File: src/hdl/prm_pkg.sv
// Constants, field layouts and carrier types for the receiver monitor block
package prm_pkg;

  // ----------------------------------------------------------------
  // Widths
  // ----------------------------------------------------------------
  localparam int ADDR_W = 8;
  localparam int DATA_W = 8;
  localparam int CHANS  = 7;
  localparam int RES_W  = 12;
  localparam int PINS   = 4;

  // ----------------------------------------------------------------
  // Register offsets
  // ----------------------------------------------------------------
  localparam logic [7:0] ADDR_STATUS_LOW = 8'h00;
  localparam logic [7:0] ADDR_STATUS_HIGH = 8'h01;
  localparam logic [7:0] ADDR_FLAG_CLR   = 8'h02;
  localparam logic [7:0] ADDR_IRQ_EN     = 8'h04;
  localparam logic [7:0] ADDR_SYS_LOW    = 8'h05;
  localparam logic [7:0] ADDR_SYS_HIGH   = 8'h06;
  localparam logic [7:0] ADDR_PIN_CTRL   = 8'h07;
  localparam logic [7:0] ADDR_PIN_LEVEL  = 8'h08;
  localparam logic [7:0] ADDR_CHAN_EN    = 8'h09;
  localparam logic [7:0] ADDR_RES_HI0    = 8'h0B;
  localparam logic [7:0] ADDR_RES_LO0    = 8'h12;

  // ----------------------------------------------------------------
  // Reset values
  // ----------------------------------------------------------------
  localparam logic [7:0] RST_IRQ_EN   = 8'h00;
  localparam logic [7:0] RST_SYS_LOW  = 8'h82;
  localparam logic [7:0] RST_SYS_HIGH = 8'hF4;
  localparam logic [7:0] RST_PIN_CTRL = 8'h0F;
  localparam logic [7:0] RST_CHAN_EN  = 8'h7F;

  // ----------------------------------------------------------------
  // Field positions
  // ----------------------------------------------------------------
  localparam int SYS_READ_CLR_BIT = 7;
  localparam int SYS_NTC_CUT_BIT  = 3;
  localparam int SYS_TEMP_CUT_BIT = 0;
  localparam int BUCK_RUN_BIT     = 0;
  localparam int SOFT_RST_BIT     = 1;
  localparam int CONV_RUN_BIT     = 7;
  localparam int IE_NTC_HOT_BIT   = 2;
  localparam int IE_NTC_COLD_BIT  = 3;
  localparam logic [5:0] READ_CLR_MASK = 6'h0F;

  // ----------------------------------------------------------------
  // Timing
  // ----------------------------------------------------------------
  localparam int CLK_MHZ         = 100;
  localparam int LDO_DELAY_US    = 1500;
  localparam int LDO_DELAY_CYCLES = LDO_DELAY_US * CLK_MHZ;
  localparam int SAMPLE_CYCLES   = 16;
  localparam int STEP_CYCLES     = 8;

  // ----------------------------------------------------------------
  // Carrier types
  // ----------------------------------------------------------------
  typedef struct packed {
    logic       adcCmp;
    logic [1:0] dieHot;
    logic [1:0] dieCool;
    logic       ntcHot;
    logic       ntcCold;
    logic       dcInOk;
    logic       bodLow;
    logic       buckGood;
    logic [3:0] pinIn;
  } prm_sense_type;

  // Same bit order as status bits 6..1
  typedef struct packed {
    logic       ntcCold;
    logic       ntcHot;
    logic [1:0] cooled;
    logic [1:0] hot;
  } prm_flags_type;

  typedef enum logic [1:0] {
    SEQ_IDLE,
    SEQ_SAMPLE,
    SEQ_TRIAL,
    SEQ_STORE
  } prm_seq_type;

endpackage

File: src/hdl/prm_monitor.sv
// Monitor, protection, converter sequencer and pin control for the receiver
`timescale 1ns/10ps
`default_nettype none

module prm_monitor #(
  parameter int LDO_DELAY = prm_pkg::LDO_DELAY_CYCLES
) (
  // Clock and reset
  input  wire logic                   ref_clk,
  input  wire logic                   rst,
  // Register port
  input  wire logic [7:0]             regAddr,
  input  wire logic [7:0]             regWdata,
  input  wire logic                   regWr,
  input  wire logic                   regRd,
  output logic      [7:0]             regRdata,
  // Analog comparators and supply monitors
  input  wire prm_pkg::prm_sense_type senseIn,
  // Converter front end
  output logic      [2:0]             adcChanSel,
  output logic                        adcSample,
  output logic      [11:0]            adcTrial,
  // Power control
  output logic                        buckEnable,
  output logic                        ldoEnable,
  output logic                        ldoDischarge,
  output logic                        ldoFeedFromBuck,
  // Open-drain pins
  output logic      [3:0]             pinOut,
  output logic      [3:0]             pinOe,
  output logic                        irqOut,
  output logic                        irqOe
);

  // ----------------------------------------------------------------
  // Declarations
  // ----------------------------------------------------------------
  prm_pkg::prm_sense_type senseMeta;
  prm_pkg::prm_sense_type senseSync;
  prm_pkg::prm_sense_type sensePrev;
  prm_pkg::prm_flags_type flags_q;
  prm_pkg::prm_flags_type flags_d;
  prm_pkg::prm_flags_type flagSet;
  prm_pkg::prm_seq_type   seq_q;
  logic [5:0]  flagClr;
  logic        rstAll;
  logic        softRst_q;
  logic [7:0]  irqEn_q;
  logic [7:0]  sysLow_q;
  logic [7:0]  sysHigh_q;
  logic [7:0]  pinCtrl_q;
  logic [7:0]  chanEn_q;
  logic [3:0]  pinLevel_q;
  logic        cutoff;
  logic        wrHit;
  logic        startScan;
  logic [3:0]  firstChan;
  logic [3:0]  nextChan;
  logic [2:0]  chan_q;
  logic [3:0]  bit_q;
  logic [4:0]  cnt_q;
  logic [11:0] trial_q;
  logic [11:0] resultMem [0:prm_pkg::CHANS-1];
  logic [$clog2(LDO_DELAY+1)-1:0] ldoCnt_q;

  // First selected channel at or above a start index
  function automatic logic [3:0] findChan(input logic [6:0] sel, input logic [3:0] from);
    logic [3:0] res;
    res = 4'h0;
    for (int i = prm_pkg::CHANS - 1; i >= 0; i--) begin
      if (sel[i] && (4'(i) >= from)) begin
        res = {1'b1, 3'(i)};
      end
    end
    return res;
  endfunction

  // ----------------------------------------------------------------
  // Input synchronisers
  // ----------------------------------------------------------------
  // Every pin and comparator level crosses two stages before use
  always_ff @(posedge ref_clk) begin
    if (rst) begin
      senseMeta <= '0;
      senseSync <= '0;
      sensePrev <= '0;
    end else begin
      senseMeta <= senseIn;
      senseSync <= senseMeta;
      sensePrev <= senseSync;
    end
  end

  // ----------------------------------------------------------------
  // Soft reset
  // ----------------------------------------------------------------
  // Self-clearing; resets register state one cycle after the write
  always_ff @(posedge ref_clk) begin
    if (rst) begin
      softRst_q <= 1'b0;
    end else begin
      softRst_q <= regWr && (regAddr == prm_pkg::ADDR_SYS_HIGH)
                   && regWdata[prm_pkg::SOFT_RST_BIT];
    end
  end

  assign rstAll = rst | softRst_q;

  // ----------------------------------------------------------------
  // Control registers
  // ----------------------------------------------------------------
  // Plain read/write control bytes
  always_ff @(posedge ref_clk) begin
    if (rstAll) begin
      irqEn_q   <= prm_pkg::RST_IRQ_EN;
      sysLow_q  <= prm_pkg::RST_SYS_LOW;
      pinCtrl_q <= prm_pkg::RST_PIN_CTRL;
    end else if (regWr) begin
      if (regAddr == prm_pkg::ADDR_IRQ_EN) begin
        irqEn_q <= regWdata;
      end
      if (regAddr == prm_pkg::ADDR_SYS_LOW) begin
        sysLow_q <= regWdata;
      end
      if (regAddr == prm_pkg::ADDR_PIN_CTRL) begin
        pinCtrl_q <= regWdata;
      end
    end
  end

  // Protection cutoff; hardware clearing of the run bit beats a host write
  assign cutoff = (sysLow_q[prm_pkg::SYS_TEMP_CUT_BIT] & |(flags_q.hot & irqEn_q[1:0]))
                | (sysLow_q[prm_pkg::SYS_NTC_CUT_BIT] & flags_q.ntcHot);

  always_ff @(posedge ref_clk) begin
    if (rstAll) begin
      sysHigh_q <= prm_pkg::RST_SYS_HIGH;
    end else begin
      if (regWr && (regAddr == prm_pkg::ADDR_SYS_HIGH)) begin
        sysHigh_q <= regWdata & ~(8'h01 << prm_pkg::SOFT_RST_BIT);
      end
      if (cutoff) begin
        sysHigh_q[prm_pkg::BUCK_RUN_BIT] <= 1'b0;
      end
    end
  end

  // Channel enable; run bit reads one only while the scan is busy
  assign wrHit     = regWr && (regAddr == prm_pkg::ADDR_CHAN_EN);
  assign startScan = wrHit && regWdata[prm_pkg::CONV_RUN_BIT];

  always_ff @(posedge ref_clk) begin
    if (rstAll) begin
      chanEn_q <= prm_pkg::RST_CHAN_EN;
    end else if (wrHit) begin
      chanEn_q <= regWdata;
    end else if (seq_q == prm_pkg::SEQ_IDLE) begin
      chanEn_q[prm_pkg::CONV_RUN_BIT] <= 1'b0;
    end
  end

  // ----------------------------------------------------------------
  // Status flags
  // ----------------------------------------------------------------
  // Rising edges of synchronised levels only, so a held level sets once
  always_comb begin
    flagSet.hot     = senseSync.dieHot  & ~sensePrev.dieHot;
    flagSet.cooled  = senseSync.dieCool & ~sensePrev.dieCool;
    flagSet.ntcHot  = senseSync.ntcHot  & ~sensePrev.ntcHot;
    flagSet.ntcCold = senseSync.ntcCold & ~sensePrev.ntcCold;
    flagClr = 6'h00;
    if (regWr && (regAddr == prm_pkg::ADDR_FLAG_CLR)) begin
      flagClr = regWdata[6:1];
    end
    if (regRd && (regAddr == prm_pkg::ADDR_STATUS_LOW)
        && sysLow_q[prm_pkg::SYS_READ_CLR_BIT]) begin
      flagClr = flagClr | prm_pkg::READ_CLR_MASK;
    end
    // A new edge wins over a clear in the same cycle
    flags_d = (flags_q & ~flagClr) | flagSet;
  end

  always_ff @(posedge ref_clk) begin
    if (rstAll) begin
      flags_q <= '0;
    end else begin
      flags_q <= flags_d;
    end
  end

  // ----------------------------------------------------------------
  // Interrupt line
  // ----------------------------------------------------------------
  // Open drain: line pulled low while any qualifying flag stands
  always_ff @(posedge ref_clk) begin
    if (rstAll) begin
      irqOe <= 1'b0;
    end else begin
      irqOe <= (|flags_q.hot) | (|flags_q.cooled)
             | (flags_q.ntcHot  & irqEn_q[prm_pkg::IE_NTC_HOT_BIT])
             | (flags_q.ntcCold & irqEn_q[prm_pkg::IE_NTC_COLD_BIT]);
    end
  end

  assign irqOut = 1'b0;

  // ----------------------------------------------------------------
  // Scan sequencer
  // ----------------------------------------------------------------
  assign firstChan = findChan(regWdata[6:0], 4'h0);
  assign nextChan  = findChan(chanEn_q[6:0], {1'b0, chan_q} + 4'h1);

  // One pass: sample, twelve trial steps, store, then next channel.
  // Worst case about 800 cycles, far below one serial byte time.
  always_ff @(posedge ref_clk) begin
    if (rstAll) begin
      seq_q     <= prm_pkg::SEQ_IDLE;
      chan_q    <= 3'h0;
      bit_q     <= 4'h0;
      cnt_q     <= 5'h00;
      trial_q   <= 12'h000;
      adcSample <= 1'b0;
    end else if (startScan) begin
      // A new start restarts the pass from the lowest selected channel
      cnt_q <= 5'h00;
      if (firstChan[3]) begin
        seq_q     <= prm_pkg::SEQ_SAMPLE;
        chan_q    <= firstChan[2:0];
        adcSample <= 1'b1;
      end else begin
        seq_q     <= prm_pkg::SEQ_IDLE;
        adcSample <= 1'b0;
      end
    end else begin
      unique case (seq_q)
        prm_pkg::SEQ_IDLE: begin
          adcSample <= 1'b0;
        end
        prm_pkg::SEQ_SAMPLE: begin
          cnt_q <= cnt_q + 5'h01;
          if (cnt_q == 5'(prm_pkg::SAMPLE_CYCLES - 1)) begin
            cnt_q     <= 5'h00;
            adcSample <= 1'b0;
            seq_q     <= prm_pkg::SEQ_TRIAL;
            bit_q     <= 4'(prm_pkg::RES_W - 1);
            trial_q   <= 12'h800;
          end
        end
        prm_pkg::SEQ_TRIAL: begin
          cnt_q <= cnt_q + 5'h01;
          if (cnt_q == 5'(prm_pkg::STEP_CYCLES - 1)) begin
            cnt_q <= 5'h00;
            // Comparator low means the trial code overshoots
            trial_q[bit_q] <= senseSync.adcCmp;
            if (bit_q == 4'h0) begin
              seq_q <= prm_pkg::SEQ_STORE;
            end else begin
              bit_q              <= bit_q - 4'h1;
              trial_q[bit_q - 1] <= 1'b1;
            end
          end
        end
        prm_pkg::SEQ_STORE: begin
          if (nextChan[3]) begin
            seq_q     <= prm_pkg::SEQ_SAMPLE;
            chan_q    <= nextChan[2:0];
            adcSample <= 1'b1;
          end else begin
            seq_q <= prm_pkg::SEQ_IDLE;
          end
        end
      endcase
    end
  end

  // Result store, one word per channel
  always_ff @(posedge ref_clk) begin
    if (rstAll) begin
      for (int i = 0; i < prm_pkg::CHANS; i++) begin
        resultMem[i] <= 12'h000;
      end
    end else if (seq_q == prm_pkg::SEQ_STORE) begin
      resultMem[chan_q] <= trial_q;
    end
  end

  assign adcChanSel = chan_q;
  assign adcTrial   = trial_q;

  // ----------------------------------------------------------------
  // Supply control
  // ----------------------------------------------------------------
  // Start-up delay counter; brown-out drops the LDO at once, the buck keeps running
  always_ff @(posedge ref_clk) begin
    if (rstAll) begin
      ldoCnt_q     <= '0;
      ldoEnable    <= 1'b0;
      ldoDischarge <= 1'b1;
    end else if (senseSync.bodLow) begin
      ldoCnt_q     <= '0;
      ldoEnable    <= 1'b0;
      ldoDischarge <= 1'b1;
    end else if (!senseSync.dcInOk) begin
      ldoCnt_q <= '0;
    end else if (!ldoEnable) begin
      ldoCnt_q <= ldoCnt_q + ($bits(ldoCnt_q))'(1);
      if (ldoCnt_q == ($bits(ldoCnt_q))'(LDO_DELAY - 1)) begin
        ldoEnable    <= 1'b1;
        ldoDischarge <= 1'b0;
      end
    end
  end

  // Buck run and LDO feed selection
  always_ff @(posedge ref_clk) begin
    if (rstAll) begin
      buckEnable      <= 1'b0;
      ldoFeedFromBuck <= 1'b0;
    end else begin
      buckEnable      <= sysHigh_q[prm_pkg::BUCK_RUN_BIT] & ~cutoff;
      ldoFeedFromBuck <= senseSync.buckGood;
    end
  end

  // ----------------------------------------------------------------
  // General pins
  // ----------------------------------------------------------------
  // Gated buffer reads zero; costs one cycle on the drive enable
  always_ff @(posedge ref_clk) begin
    if (rstAll) begin
      pinLevel_q <= 4'h0;
      pinOe      <= 4'h0;
    end else begin
      pinLevel_q <= senseSync.pinIn & pinCtrl_q[7:4];
      pinOe      <= ~pinCtrl_q[3:0];
    end
  end

  assign pinOut = 4'h0;

  // ----------------------------------------------------------------
  // Read port
  // ----------------------------------------------------------------
  // Data stands in the cycle after the strobe; unmapped reads zero
  always_ff @(posedge ref_clk) begin
    if (rstAll) begin
      regRdata <= 8'h00;
    end else if (regRd) begin
      regRdata <= 8'h00;
      if (regAddr == prm_pkg::ADDR_STATUS_LOW) begin
        regRdata <= {1'b0, flags_q, 1'b0};
      end
      if (regAddr == prm_pkg::ADDR_IRQ_EN) begin
        regRdata <= irqEn_q;
      end
      if (regAddr == prm_pkg::ADDR_SYS_LOW) begin
        regRdata <= sysLow_q;
      end
      if (regAddr == prm_pkg::ADDR_SYS_HIGH) begin
        regRdata <= sysHigh_q;
      end
      if (regAddr == prm_pkg::ADDR_PIN_CTRL) begin
        regRdata <= pinCtrl_q;
      end
      if (regAddr == prm_pkg::ADDR_PIN_LEVEL) begin
        regRdata <= {4'h0, pinLevel_q};
      end
      if (regAddr == prm_pkg::ADDR_CHAN_EN) begin
        regRdata <= chanEn_q;
      end
      for (int i = 0; i < prm_pkg::CHANS; i++) begin
        if (regAddr == prm_pkg::ADDR_RES_HI0 + 8'(i)) begin
          regRdata <= resultMem[i][11:4];
        end
        if (regAddr == prm_pkg::ADDR_RES_LO0 + 8'(i)) begin
          regRdata <= {4'h0, resultMem[i][3:0]};
        end
      end
    end else begin
      regRdata <= 8'h00;
    end
  end

endmodule

`default_nettype wire

File: config.mk
export PLATFORM = sky130hd
export DESIGN_NAME = prm_monitor
export DESIGN_NICKNAME = d
export VERILOG_FILES = /design/src/hdl/prm_pkg.sv /design/src/hdl/prm_monitor.sv
export SDC_FILE = /design/constraint.sdc
export NUM_CORES = 1
export LEC_CHECK = 0
export BUFFER_PORTS_ARGS = -buffer_cell sky130_fd_sc_hd__clkbuf_2
export CORE_MARGIN = 2
export CORE_UTILIZATION = 40
export CTS_CLUSTER_SIZE = 10
export DETAILED_ROUTE_END_ITERATION = 16
export PLACE_DENSITY_LB_ADDON = 0.2
export RECOVER_POWER = 100
export SLEW_MARGIN = 15
export SYNTH_ARGS = -nofsm -noshare
export SYNTH_HDL_FRONTEND = slang
export SYNTH_SLANG_ARGS = --single-unit
File: constraint.sdc
create_clock -name ref_clk -period 3 [get_ports ref_clk]
set_input_delay 0.45 -clock ref_clk [delete_from_list [all_inputs] [get_ports ref_clk]]
set_output_delay 0.45 -clock ref_clk [all_outputs]
set_load 0.01 [all_outputs]
==> flow_metrics.py, run 1 <==
metrics = {
    "worst_setup_path": {
        "critPathRequiredTime_ns": 3.11,
        "reg2reg_from": "seq_q[0]",
        "rr_worst_depth": 5,
        "worstSetupEndpoint": "resultMem[2][0]",
        "crit_arrival_ns": 2.77,
        "worstSetupPathType": "flip-flop to flip-flop",
        "worst_setup_path_start_kind": "flip-flop",
        "crit_path_start": "seq_q[0]",
        "critPathCaptureType": "flip-flop",
        "cp_max_fo": 13,
        "r2r-end": "resultMem[2][0]",
        "reg2reg_slack_ns": 0.34,
    },
    "detailed_routing": {
        "ant_nets": 0,
        "wl_met1_mm": 14.21,
        "wl_met3_mm": 2.334,
        "drc_errors": 0,
        "drt_wl_total_mm": 31.66,
        "post_drt_wl_per_cell_um": 19.89,
        "wl_met2_mm": 14.55,
        "top_layer": "met4",
        "first_iter_violations": 830,
        "first_pass_iters": 6,
        "vias": 8940,
        "vias_per_cell": 5.616,
    },
    "cts": {
        "cts-resized-gates": 0,
        "cts_sinks": 230,
        "htree_levels": 1,
        "cts_setup_buffers": 0,
        "cts_made_buffers": 27,
        "clock_latency_ns": 0.54,
        "clockBufferDepth": 3,
        "root_buffer": "clkbuf_16",
        "clkTransAtPathRegs_ns": 0.06,
        "cts_tree": "built",
        "cts_hold_buffers": 0,
    },
    "synthesis": {
        "synthFlopType": "dfxtp_1",
        "yosysTopAreaCell": "dfxtp_1",
        "synth_top_area_share_pct": 29.25,
        "yosysWarningCount": 0,
        "synth-async-reset-ratio_pct": 0,
        "synth_area_per_cell_um2": 9.141,
        "synth.most_common_cell": "dfxtp_1",
        "yosysSeqAreaShare_pct": 49.24,
        "ys_top_cells_by_area": "dfxtp_1, edfxtp_1, nor2_1",
        "synth_common_cells": "dfxtp_1, nor2_1, nand2_1",
        "synth_area_um2": 10810,
        "syn_inst": 1183,
        "synth-edff-count": 72,
        "ys_ff_latch": 230,
        "synth.distinct_cells": 85,
    },
    "status": {
        "status": "finished with violations",
        "failed_checks": "max-capacitance violations, max-slew violations",
    },
    "grt": {
        "grt_max_degree": 40,
        "gr-total-overflow": 0,
        "first_global_vias": 8330,
        "antenna_found_initial": 0,
        "track_usage_pct": 22.07,
        "grt_pass1_wl_mm": 49.10,
    },
    "final_layout": {
        "area_delta_synth_final_pct": 12.33,
        "drive_gt1_share_pct": 8.953,
        "diodes": 0,
        "final_cell_area_um2": 12150,
        "nFillCells": 2656,
        "nets": 1294,
        "final_cells": 1592,
    },
    "sta": {
        "fmax_ghz": 0.3753,
        "setup_viol": 0,
        "finClkSkew_ns": 0.01339,
        "min_period_ns": 2.665,
        "fin_crit_sh_pct": 88.82,
        "maxSlewViolCount": 11,
        "rsz0062_at_grt": "false",
        "finalHoldViolCount": 0,
        "slew_headroom_pct": -16.38,
        "max_slew.worst_pin.slew_ns": 1.732,
        "tns_ns": 0,
    },
    "floorplan": {
        "initial_core_util_pct": 40.46,
        "dieHeight_um": 168.4,
        "dieArea_um2": 28370,
        "die_w_um": 168.4,
        "num_rows": 60,
        "core_area_um2": 26730,
        "io_pins": 72,
    },
    "pwr": {
        "ir_worst_vdd_v": 0.0002987,
        "clock_power_share_pct": 40.5,
        "seq_power_share_pct": 47.9,
        "swShare_pct": 26.43,
        "p_switching_mw": 1.878,
        "leakage_nw": 4.589,
        "p_int_mw": 5.227,
        "powerDensity_nw_per_um2": 584.9,
        "combPwrFrac_pct": 11.6,
    },
    "flow_run": {
        "max_cap_violations": 1,
    },
    "worst_hold_path": {
        "hold_depth": 2,
        "worstHoldStart": "senseIn[4]",
        "worstHoldPathType": "primary input to flip-flop",
    },
    "placement": {
        "gp_congestion": 0.9186,
        "place_hpwl_mm": 22.50,
        "place_inst": 1551,
        "placed_cell_area_um2": 11530,
        "port_buffers": 66,
    },
}
==> stage by stage <==
stage | total power [mW] | hold WS [ns] | util (%) | worst slack, ns
finish | 7.105 | 0.1248 | 45.45 | 0.3355
global route | 7.379 | 0.1174 | 45.45 | 0.1324
CTS | 7.163 | 0.1129 | 45.91 | 0.4648
detailed placement | 4.295 | 0.4145 | 43.16 | 0.4119
global placement | 4.291 | 0.4120 | 43.16 | 0.4336
floorplan | 4.031 | 0.4019 | - | 0.7090
==> registers in the layout, summed over array words and instances (netlist names), 2 cells and up <==
| signal | flops |
|---|---|
| flags_q | 6 |
| cnt_q | 5 |
| bit_q | 4 |
| ldoCnt_q | 18 |
| pinCtrl_q | 8 |
| senseMeta | 14 |
| sysHigh_q | 7 |
| senseSync | 14 |
| regRdata | 8 |
| sensePrev | 6 |
| pinOe | 4 |
| seq_q | 2 |
| resultMem | 84 |
| pinLevel_q | 4 |
| chanEn_q | 8 |
| adcChanSel | 3 |
| irqEn_q | 8 |
| sysLow_q | 8 |
| adcTrial | 12 |
==> cells in the final DEF, fill, tap and decap left out, types with 6 or more instances in the layout <==
cell,instances
clkbuf_1,53
a22oi_1,12
and2_1,9
mux2_2,6
nand4_1,10
inv_1,37
clkbuf_16,27
dfxtp_1,158
o22ai_1,14
nand2b_1,10
buf_4,27
a32oi_1,9
nor2b_1,53
nand3_1,45
xor2_1,14
nor4_1,6
nor3_1,20
xnor2_1,7
edfxtp_1,72
a32o_1,9
and2_0,8
o211ai_1,11
clkbuf_2,32
a211oi_1,6
a31oi_1,12
nor2_1,154
o21ai_0,43
and3_1,12
mux2i_1,33
ha_1,21
nand2_1,135
a21oi_1,80
==> worst max-delay path: stages (launching register included) <==
cell and delay (ns):
dfxtp_1 0.35, ha_1 0.32, and3_1 0.25, nand2_1 0.07, clkbuf_1 0.58, nand2_1 0.66
==> how the worst min path moves through the flow <==
| stage | end | slack [ns] |
|---|---|---|
| 3_5_place_dp | ldoEnable | 0.41 |
| 6_report | senseMeta[4] | 0.12 |
| 5_1_grt | senseMeta[2] | 0.12 |
| 3_3_place_gp | ldoFeedFromBuck | 0.41 |
| 4_1_cts | senseMeta[7] | 0.11 |
| 2_1_floorplan | ldoEnable | 0.40 |
==> per-layer routing <==
| layer | vias to the layer above | track usage (%) |
|---|---|---|
| met5 | - | 0 |
| met4 | 0 | 5.547 |
| met3 | 37 | 3.832 |
| met2 | 351 | 34.62 |
| met1 | 4257 | 31.63 |
| li1 | 4295 | - |
==> power groups by stage <==
| stage | clock, mW | sequential (mW) | combinational [mW] |
|---|---|---|---|
| 3_3_place_gp | 0 | 3.46 | 0.827 |
| 2_1_floorplan | 0 | 3.43 | 0.602 |
| 3_5_place_dp | 0 | 3.47 | 0.829 |
| 4_1_cts | 2.93 | 3.40 | 0.835 |
| 5_1_grt | 3.06 | 3.41 | 0.910 |
| 6_report | 2.88 | 3.40 | 0.825 |
==> cell type report <==
class,instances,area [um2],share of cell area (%)
Timing Repair Buffer,103,548.0,4.511
Tap cell,341,426.7,3.512
Inverter,38,142.6,1.174
Clock inverter,3,18.77,0.1545
Multi-Input combinational cell,839,4970,40.91
Clock buffer,38,716.9,5.902
Sequential cell,230,5325,43.84
==> cells by family (layout without fill, tap and decap cells) <==
family                   Yosys count  count (layout)  synth area share [%]
AND/OR/NAND/NOR                  497             497                 22.31
AO/OA/AOI/OAI                    254             254                 15.72
flip-flops                       230             230                 49.24
buffers and inverters            118             182                 4.570
multiplexers                      41              41                 3.992
adder cells (fa/ha/maj)           21              21                 2.430
XOR/XNOR                          21              21                 1.701
other                              1               5               0.03468
No activity file was read; power rests on OpenSTA's default activity.
==> run 2, diff against run 1 <==
--- a/config.mk
+++ b/config.mk
@@ -12,6 +12,7 @@
 export DETAILED_ROUTE_END_ITERATION = 16
 export PLACE_DENSITY_LB_ADDON = 0.2
 export RECOVER_POWER = 100
+export REMOVE_ABC_BUFFERS = 1
 export SLEW_MARGIN = 15
 export SYNTH_ARGS = -nofsm -noshare
 export SYNTH_HDL_FRONTEND = slang
==> constraint.sdc (replaced) <==
create_clock -name ref_clk -period 3.2 [get_ports ref_clk]
set_input_delay 0.48 -clock ref_clk [delete_from_list [all_inputs] [get_ports ref_clk]]
set_output_delay 0.48 -clock ref_clk [all_outputs]
set_load 0.01 [all_outputs]
==> flow_metrics.py, run 2 (same netlist as run 1, synthesis figures left out) <==
metrics = {
    "status": {
        "status": "finished with violations",
        "failed_checks": "max-capacitance violations, max-slew violations",
    },
    "worst_setup_path": {
        "crit_path_start": "seq_q[0]",
        "reg2reg_from": "seq_q[0]",
        "critPathCaptureType": "flip-flop",
        "worstSetupPathType": "flip-flop to flip-flop",
        "cp_max_fo": 13,
        "crit_arrival_ns": 2.94,
        "worst_setup_path_start_kind": "flip-flop",
        "critPathRequiredTime_ns": 3.29,
        "r2r-end": "resultMem[1][11]",
        "worstSetupEndpoint": "resultMem[1][11]",
        "rr_worst_depth": 5,
        "reg2reg_slack_ns": 0.35,
    },
    "cts": {
        "cts_tree": "built",
        "root_buffer": "clkbuf_16",
        "cts_sinks": 230,
        "clkTransAtPathRegs_ns": 0.05,
        "clock_latency_ns": 0.53,
        "cts_made_buffers": 28,
        "clockBufferDepth": 3,
        "cts-resized-gates": 0,
        "htree_levels": 1,
        "cts_setup_buffers": 0,
        "cts_hold_buffers": 0,
    },
    "sta": {
        "fin_crit_sh_pct": 89.21,
        "maxSlewViolCount": 37,
        "tns_ns": 0,
        "min_period_ns": 2.855,
        "hold_ws_ns": 0.1577,
        "finalHoldViolCount": 0,
        "slew_headroom_pct": -1.882,
        "max_slew.worst_pin.slew_ns": 1.528,
        "fmax_ghz": 0.3503,
        "finClkSkew_ns": 0.01205,
        "rsz0062_at_grt": "false",
        "setup_viol": 0,
    },
    "final_layout": {
        "multiInputGateArea_um2": 4984,
        "diodes": 0,
        "final_cell_mix": "dfxtp_1, nor2_1, nand2_1",
        "seq_area_um2": 5325,
        "reg.largest.list": "resultMem x84, ldoCnt_q x18",
        "drive_gt1_share_pct": 9.149,
        "largest_register": "resultMem",
        "nets": 1287,
        "area_delta_synth_final_pct": 12.66,
        "final_common_cell": "dfxtp_1",
        "post-route-util_pct": 45.59,
        "nFillCells": 2669,
        "largest_register_ffs": 84,
    },
    "grt": {
        "grt_pass1_wl_mm": 48.73,
        "grt_max_degree": 39,
        "antenna_found_initial": 0,
        "track_usage_pct": 22.00,
        "gr-total-overflow": 0,
        "first_global_vias": 8428,
    },
    "placement": {
        "place_hpwl_mm": 22.74,
        "gp_congestion": 0.9336,
        "port_buffers": 66,
    },
    "floorplan": {
        "die_w_um": 168.4,
        "num_rows": 60,
        "initial_core_util_pct": 40.46,
        "io_pins": 72,
        "core_area_um2": 26730,
        "dieArea_um2": 28370,
        "dieHeight_um": 168.4,
    },
    "pwr": {
        "ir_worst_vdd_v": 0.0003464,
        "leakage_nw": 4.588,
        "powerDensity_nw_per_um2": 561.1,
    },
    "detailed_routing": {
        "vias": 9004,
        "first_iter_violations": 708,
        "ant_nets": 0,
        "drc_errors": 0,
        "first_pass_iters": 7,
        "post_drt_wl_per_cell_um": 20.04,
        "vias_per_cell": 5.674,
        "drt_wl_total_mm": 31.80,
    },
    "worst_hold_path": {
        "worstHoldPathType": "primary input to flip-flop",
    },
    "flow_run": {
        "max_cap_violations": 1,
    },
}
run 2: cell count changes in the layout (fill, tap and decap cells not counted), moves of 2 or more:
cell	before	now
buf_4	27	16
clkbuf_2	32	36
clkbuf_16	27	30
clkbuf_1	53	51
clkbuf_8	0	2
run 2: final cells by class:
| type | count | share of cell area, % |
|---|---|---|
| inverter | 38 | 1.171 |
| tap | 341 | 3.502 |
| clock inverter | 3 | 0.1232 |
| timing repair buffer | 95 | 3.923 |
| sequential | 230 | 43.71 |
| multi-input combinational | 839 | 40.91 |
| clock buffer | 41 | 6.665 |
run 2: where the power goes:
group          internal (mW)  switching [mW]
Combinational          0.257           0.502
Clock                   1.73            1.16
Sequential              3.10          0.0868
run 2: how the worst min path moves through the flow:
stage | slack (ns) | to | cells past startpoint | startpoint
after floorplan | 0.40 | ldoEnable | 1 | senseSync[5]
after global placement | 0.41 | ldoFeedFromBuck | 1 | senseSync[4]
after detailed placement | 0.42 | senseSync[6] | 1 | senseMeta[6]
after CTS | 0.14 | senseMeta[6] | 2 | senseIn[6]
after global routing | 0.15 | senseMeta[11] | 2 | senseIn[11]
final | 0.16 | senseMeta[6] | 2 | senseIn[6]
run 2: layer usage:
metal	global-route usage (%)	share of wire, %	vias to the layer above
met5	0	0	-
met4	7.346	2.9	0
met3	3.879	6.4	65
met2	34.57	45	293
met1	30.71	45	4363
li1	-	-	4283
run 2: critical path: stages (launching register included):
cell	delay (ns)
dfxtp_1	0.36
ha_1	0.32
and3_1	0.25
nand3_1	0.09
clkbuf_1	0.68
nand2_1	0.71
run 2: through the flow:
step	cell area [um2]	std cells	setup WS, ns	power, mW
5_1_grt	12180	1587	0.2501	7.113
6_report	12180	1587	0.3452	6.835
4_1_cts	12310	1587	0.6785	6.917
3_3_place_gp	11490	1543	0.4856	4.015
3_5_place_dp	11490	1543	0.5034	4.018
2_1_floorplan	10480	1107	-0.02448	3.709
==> run 3, diff against run 2 <==
--- a/config.mk
+++ b/config.mk
@@ -6,6 +6,7 @@
 export NUM_CORES = 1
 export LEC_CHECK = 0
 export BUFFER_PORTS_ARGS = -buffer_cell sky130_fd_sc_hd__clkbuf_2
+export CAP_MARGIN = 20
 export CORE_MARGIN = 2
 export CORE_UTILIZATION = 40
 export CTS_CLUSTER_SIZE = 10
==> constraint.sdc (replaced) <==
create_clock -name ref_clk -period 3.2 [get_ports ref_clk]
set_input_delay 0.16 -clock ref_clk [delete_from_list [all_inputs] [get_ports ref_clk]]
set_output_delay 0.16 -clock ref_clk [all_outputs]
set_load 0.01 [all_outputs]
==> flow_metrics.py, run 3 (same netlist as run 1, synthesis figures left out) <==
metrics = {
    "cts": {
        "root_buffer": "clkbuf_16",
        "clockBufferDepth": 3,
        "cts_hold_buffers": 22,
        "cts_made_buffers": 27,
        "htree_levels": 1,
        "clock_latency_ns": 0.53,
        "cts-resized-gates": 0,
        "cts_setup_buffers": 0,
        "cts_sinks": 230,
        "cts_tree": "built",
        "clkTransAtPathRegs_ns": 0.05,
    },
    "final_layout": {
        "diodes": 0,
        "drive_gt1_share_pct": 8.709,
        "largest_register_ffs": 84,
        "largest_register": "resultMem",
        "nFillCells": 2596,
        "final_cell_mix": "dfxtp_1, nor2_1, nand2_1",
        "area_delta_synth_final_pct": 14.05,
        "reg.largest.list": "resultMem x84, ldoCnt_q x18",
        "final_common_cell": "dfxtp_1",
        "nets": 1305,
    },
    "floorplan": {
        "num_rows": 60,
        "die_w_um": 168.4,
        "core_area_um2": 26730,
        "dieHeight_um": 168.4,
        "io_pins": 72,
        "dieArea_um2": 28370,
        "initial_core_util_pct": 40.46,
    },
    "sta": {
        "max_slew.worst_pin.slew_ns": 1.552,
        "finClkSkew_ns": 0.008222,
        "fin_crit_sh_pct": 85.33,
        "maxSlewViolCount": 11,
        "setup_viol": 0,
        "finalHoldViolCount": 0,
        "tns_ns": 0,
        "fmax_ghz": 0.3662,
        "min_period_ns": 2.730,
        "slew_headroom_pct": -4.238,
        "hold_ws_ns": 0.03826,
        "rsz0062_at_grt": "false",
    },
    "placement": {
        "place_hpwl_mm": 21.96,
        "gp_congestion": 0.8992,
        "port_buffers": 66,
    },
    "grt": {
        "grt_max_degree": 41,
        "first_global_vias": 8510,
        "track_usage_pct": 21.58,
        "gr-total-overflow": 0,
        "grt_pass1_wl_mm": 48.26,
        "antenna_found_initial": 0,
    },
    "worst_setup_path": {
        "slowest_delay_ns": 1.25,
        "slowest_stage": "nor3_1",
        "crit_arrival_ns": 3.13,
        "worst_setup_path_start_kind": "primary input",
        "crit_family": "simple AND/OR/NAND/NOR gates",
        "worstSetupPathType": "primary input to flip-flop",
        "critPathCaptureType": "flip-flop",
        "crit_top_cell": "nand2_1",
        "cp_max_fo": 25,
        "crit_chain": "clkbuf_1, nor2b_1, nand2_1, nor3_1, mux2i_1, nand2_1",
        "critPathRequiredTime_ns": 3.60,
        "path_buf_inv": 1,
    },
    "detailed_routing": {
        "drt_wl_total_mm": 31.29,
        "first_iter_violations": 879,
        "vias_per_cell": 5.638,
        "ant_nets": 0,
        "post_drt_wl_per_cell_um": 19.51,
        "vias": 9044,
        "drc_errors": 0,
        "first_pass_iters": 6,
    },
    "worst_hold_path": {
        "worstHoldPathType": "primary input to flip-flop",
    },
    "pwr": {
        "leakage_nw": 4.652,
        "ir_worst_vdd_v": 0.0003261,
        "powerDensity_nw_per_um2": 544.4,
    },
    "status": {
        "failed_checks": "max-capacitance violations, max-slew violations",
        "status": "finished with violations",
    },
    "flow_run": {
        "max_cap_violations": 1,
    },
}
[run 3: cell count changes in the layout (fill, tap and decap cells not counted), moves of 2 or more]
cell	change
clkinv_2	-2
clkbuf_1	-2
and2_1	+2
clkbuf_2	-4
buf_4	+6
dlygate4sd3_1	+22
and2_0	-2
clkbuf_16	-2
[run 3: power breakdown]
| group | switching, mW | leakage (nW) | internal, mW |
|---|---|---|---|
| Sequential | 0.0840 | 2.03 | 3.10 |
| Clock | 1.14 | 0.374 | 1.61 |
| Combinational | 0.504 | 2.25 | 0.272 |
[run 3: final cells by class]
class | instances | area, um2 | share of cell area [%]
multi-input cells | 839 | 4981 | 40.39
well taps | 341 | 426.7 | 3.459
flip-flops and latches | 230 | 5325 | 43.18
clock buffers | 40 | 755.7 | 6.128
repair buffers | 114 | 688.2 | 5.580
clock inverters | 2 | 13.76 | 0.1116
inverters | 38 | 142.6 | 1.157
[run 3: per-layer routing]
metal	GRT usage (%)	vias up	wire, um
met1	29.63	4338	13990
met3	3.268	58	2097
met4	6.559	0	806
met5	0	-	0
li1	-	4327	-
met2	35.23	321	14400
[run 3: final timing paths]
| check | start | end | slack [ns] | cells past startpoint |
|---|---|---|---|---|
| hold reg to reg | senseSync[5] | ldoEnable | 0.42 | 1 |
| setup / recovery | regAddr[3] | sysHigh_q[7] | 0.47 | 6 |
| setup reg to reg | adcChanSel[0] | adcChanSel[1] | 0.51 | 7 |
| hold / removal | regWdata[1] | sysLow_q[1] | 0.04 | 3 |
[run 3: worst min-delay path: stages]
cell,delay (ns)
clkbuf_2,0.19
nand2_1,0.10
nand3_1,0.07
[run 3: metrics by stage]
step                      instance area [um2]  util, %  worst slack (ns)  cells  power (mW)
final                                   12330    46.15            0.4695   1604       6.714
after global routing                    12330    46.15            0.3092   1604       6.990
after CTS                               12430    46.50            0.7575   1604       6.802
after detailed placement                11440    42.80            0.7746   1540       4.007
after global placement                  11440    42.80            0.8286   1540       3.996
after floorplan                         10480        -            0.1573   1107       3.709
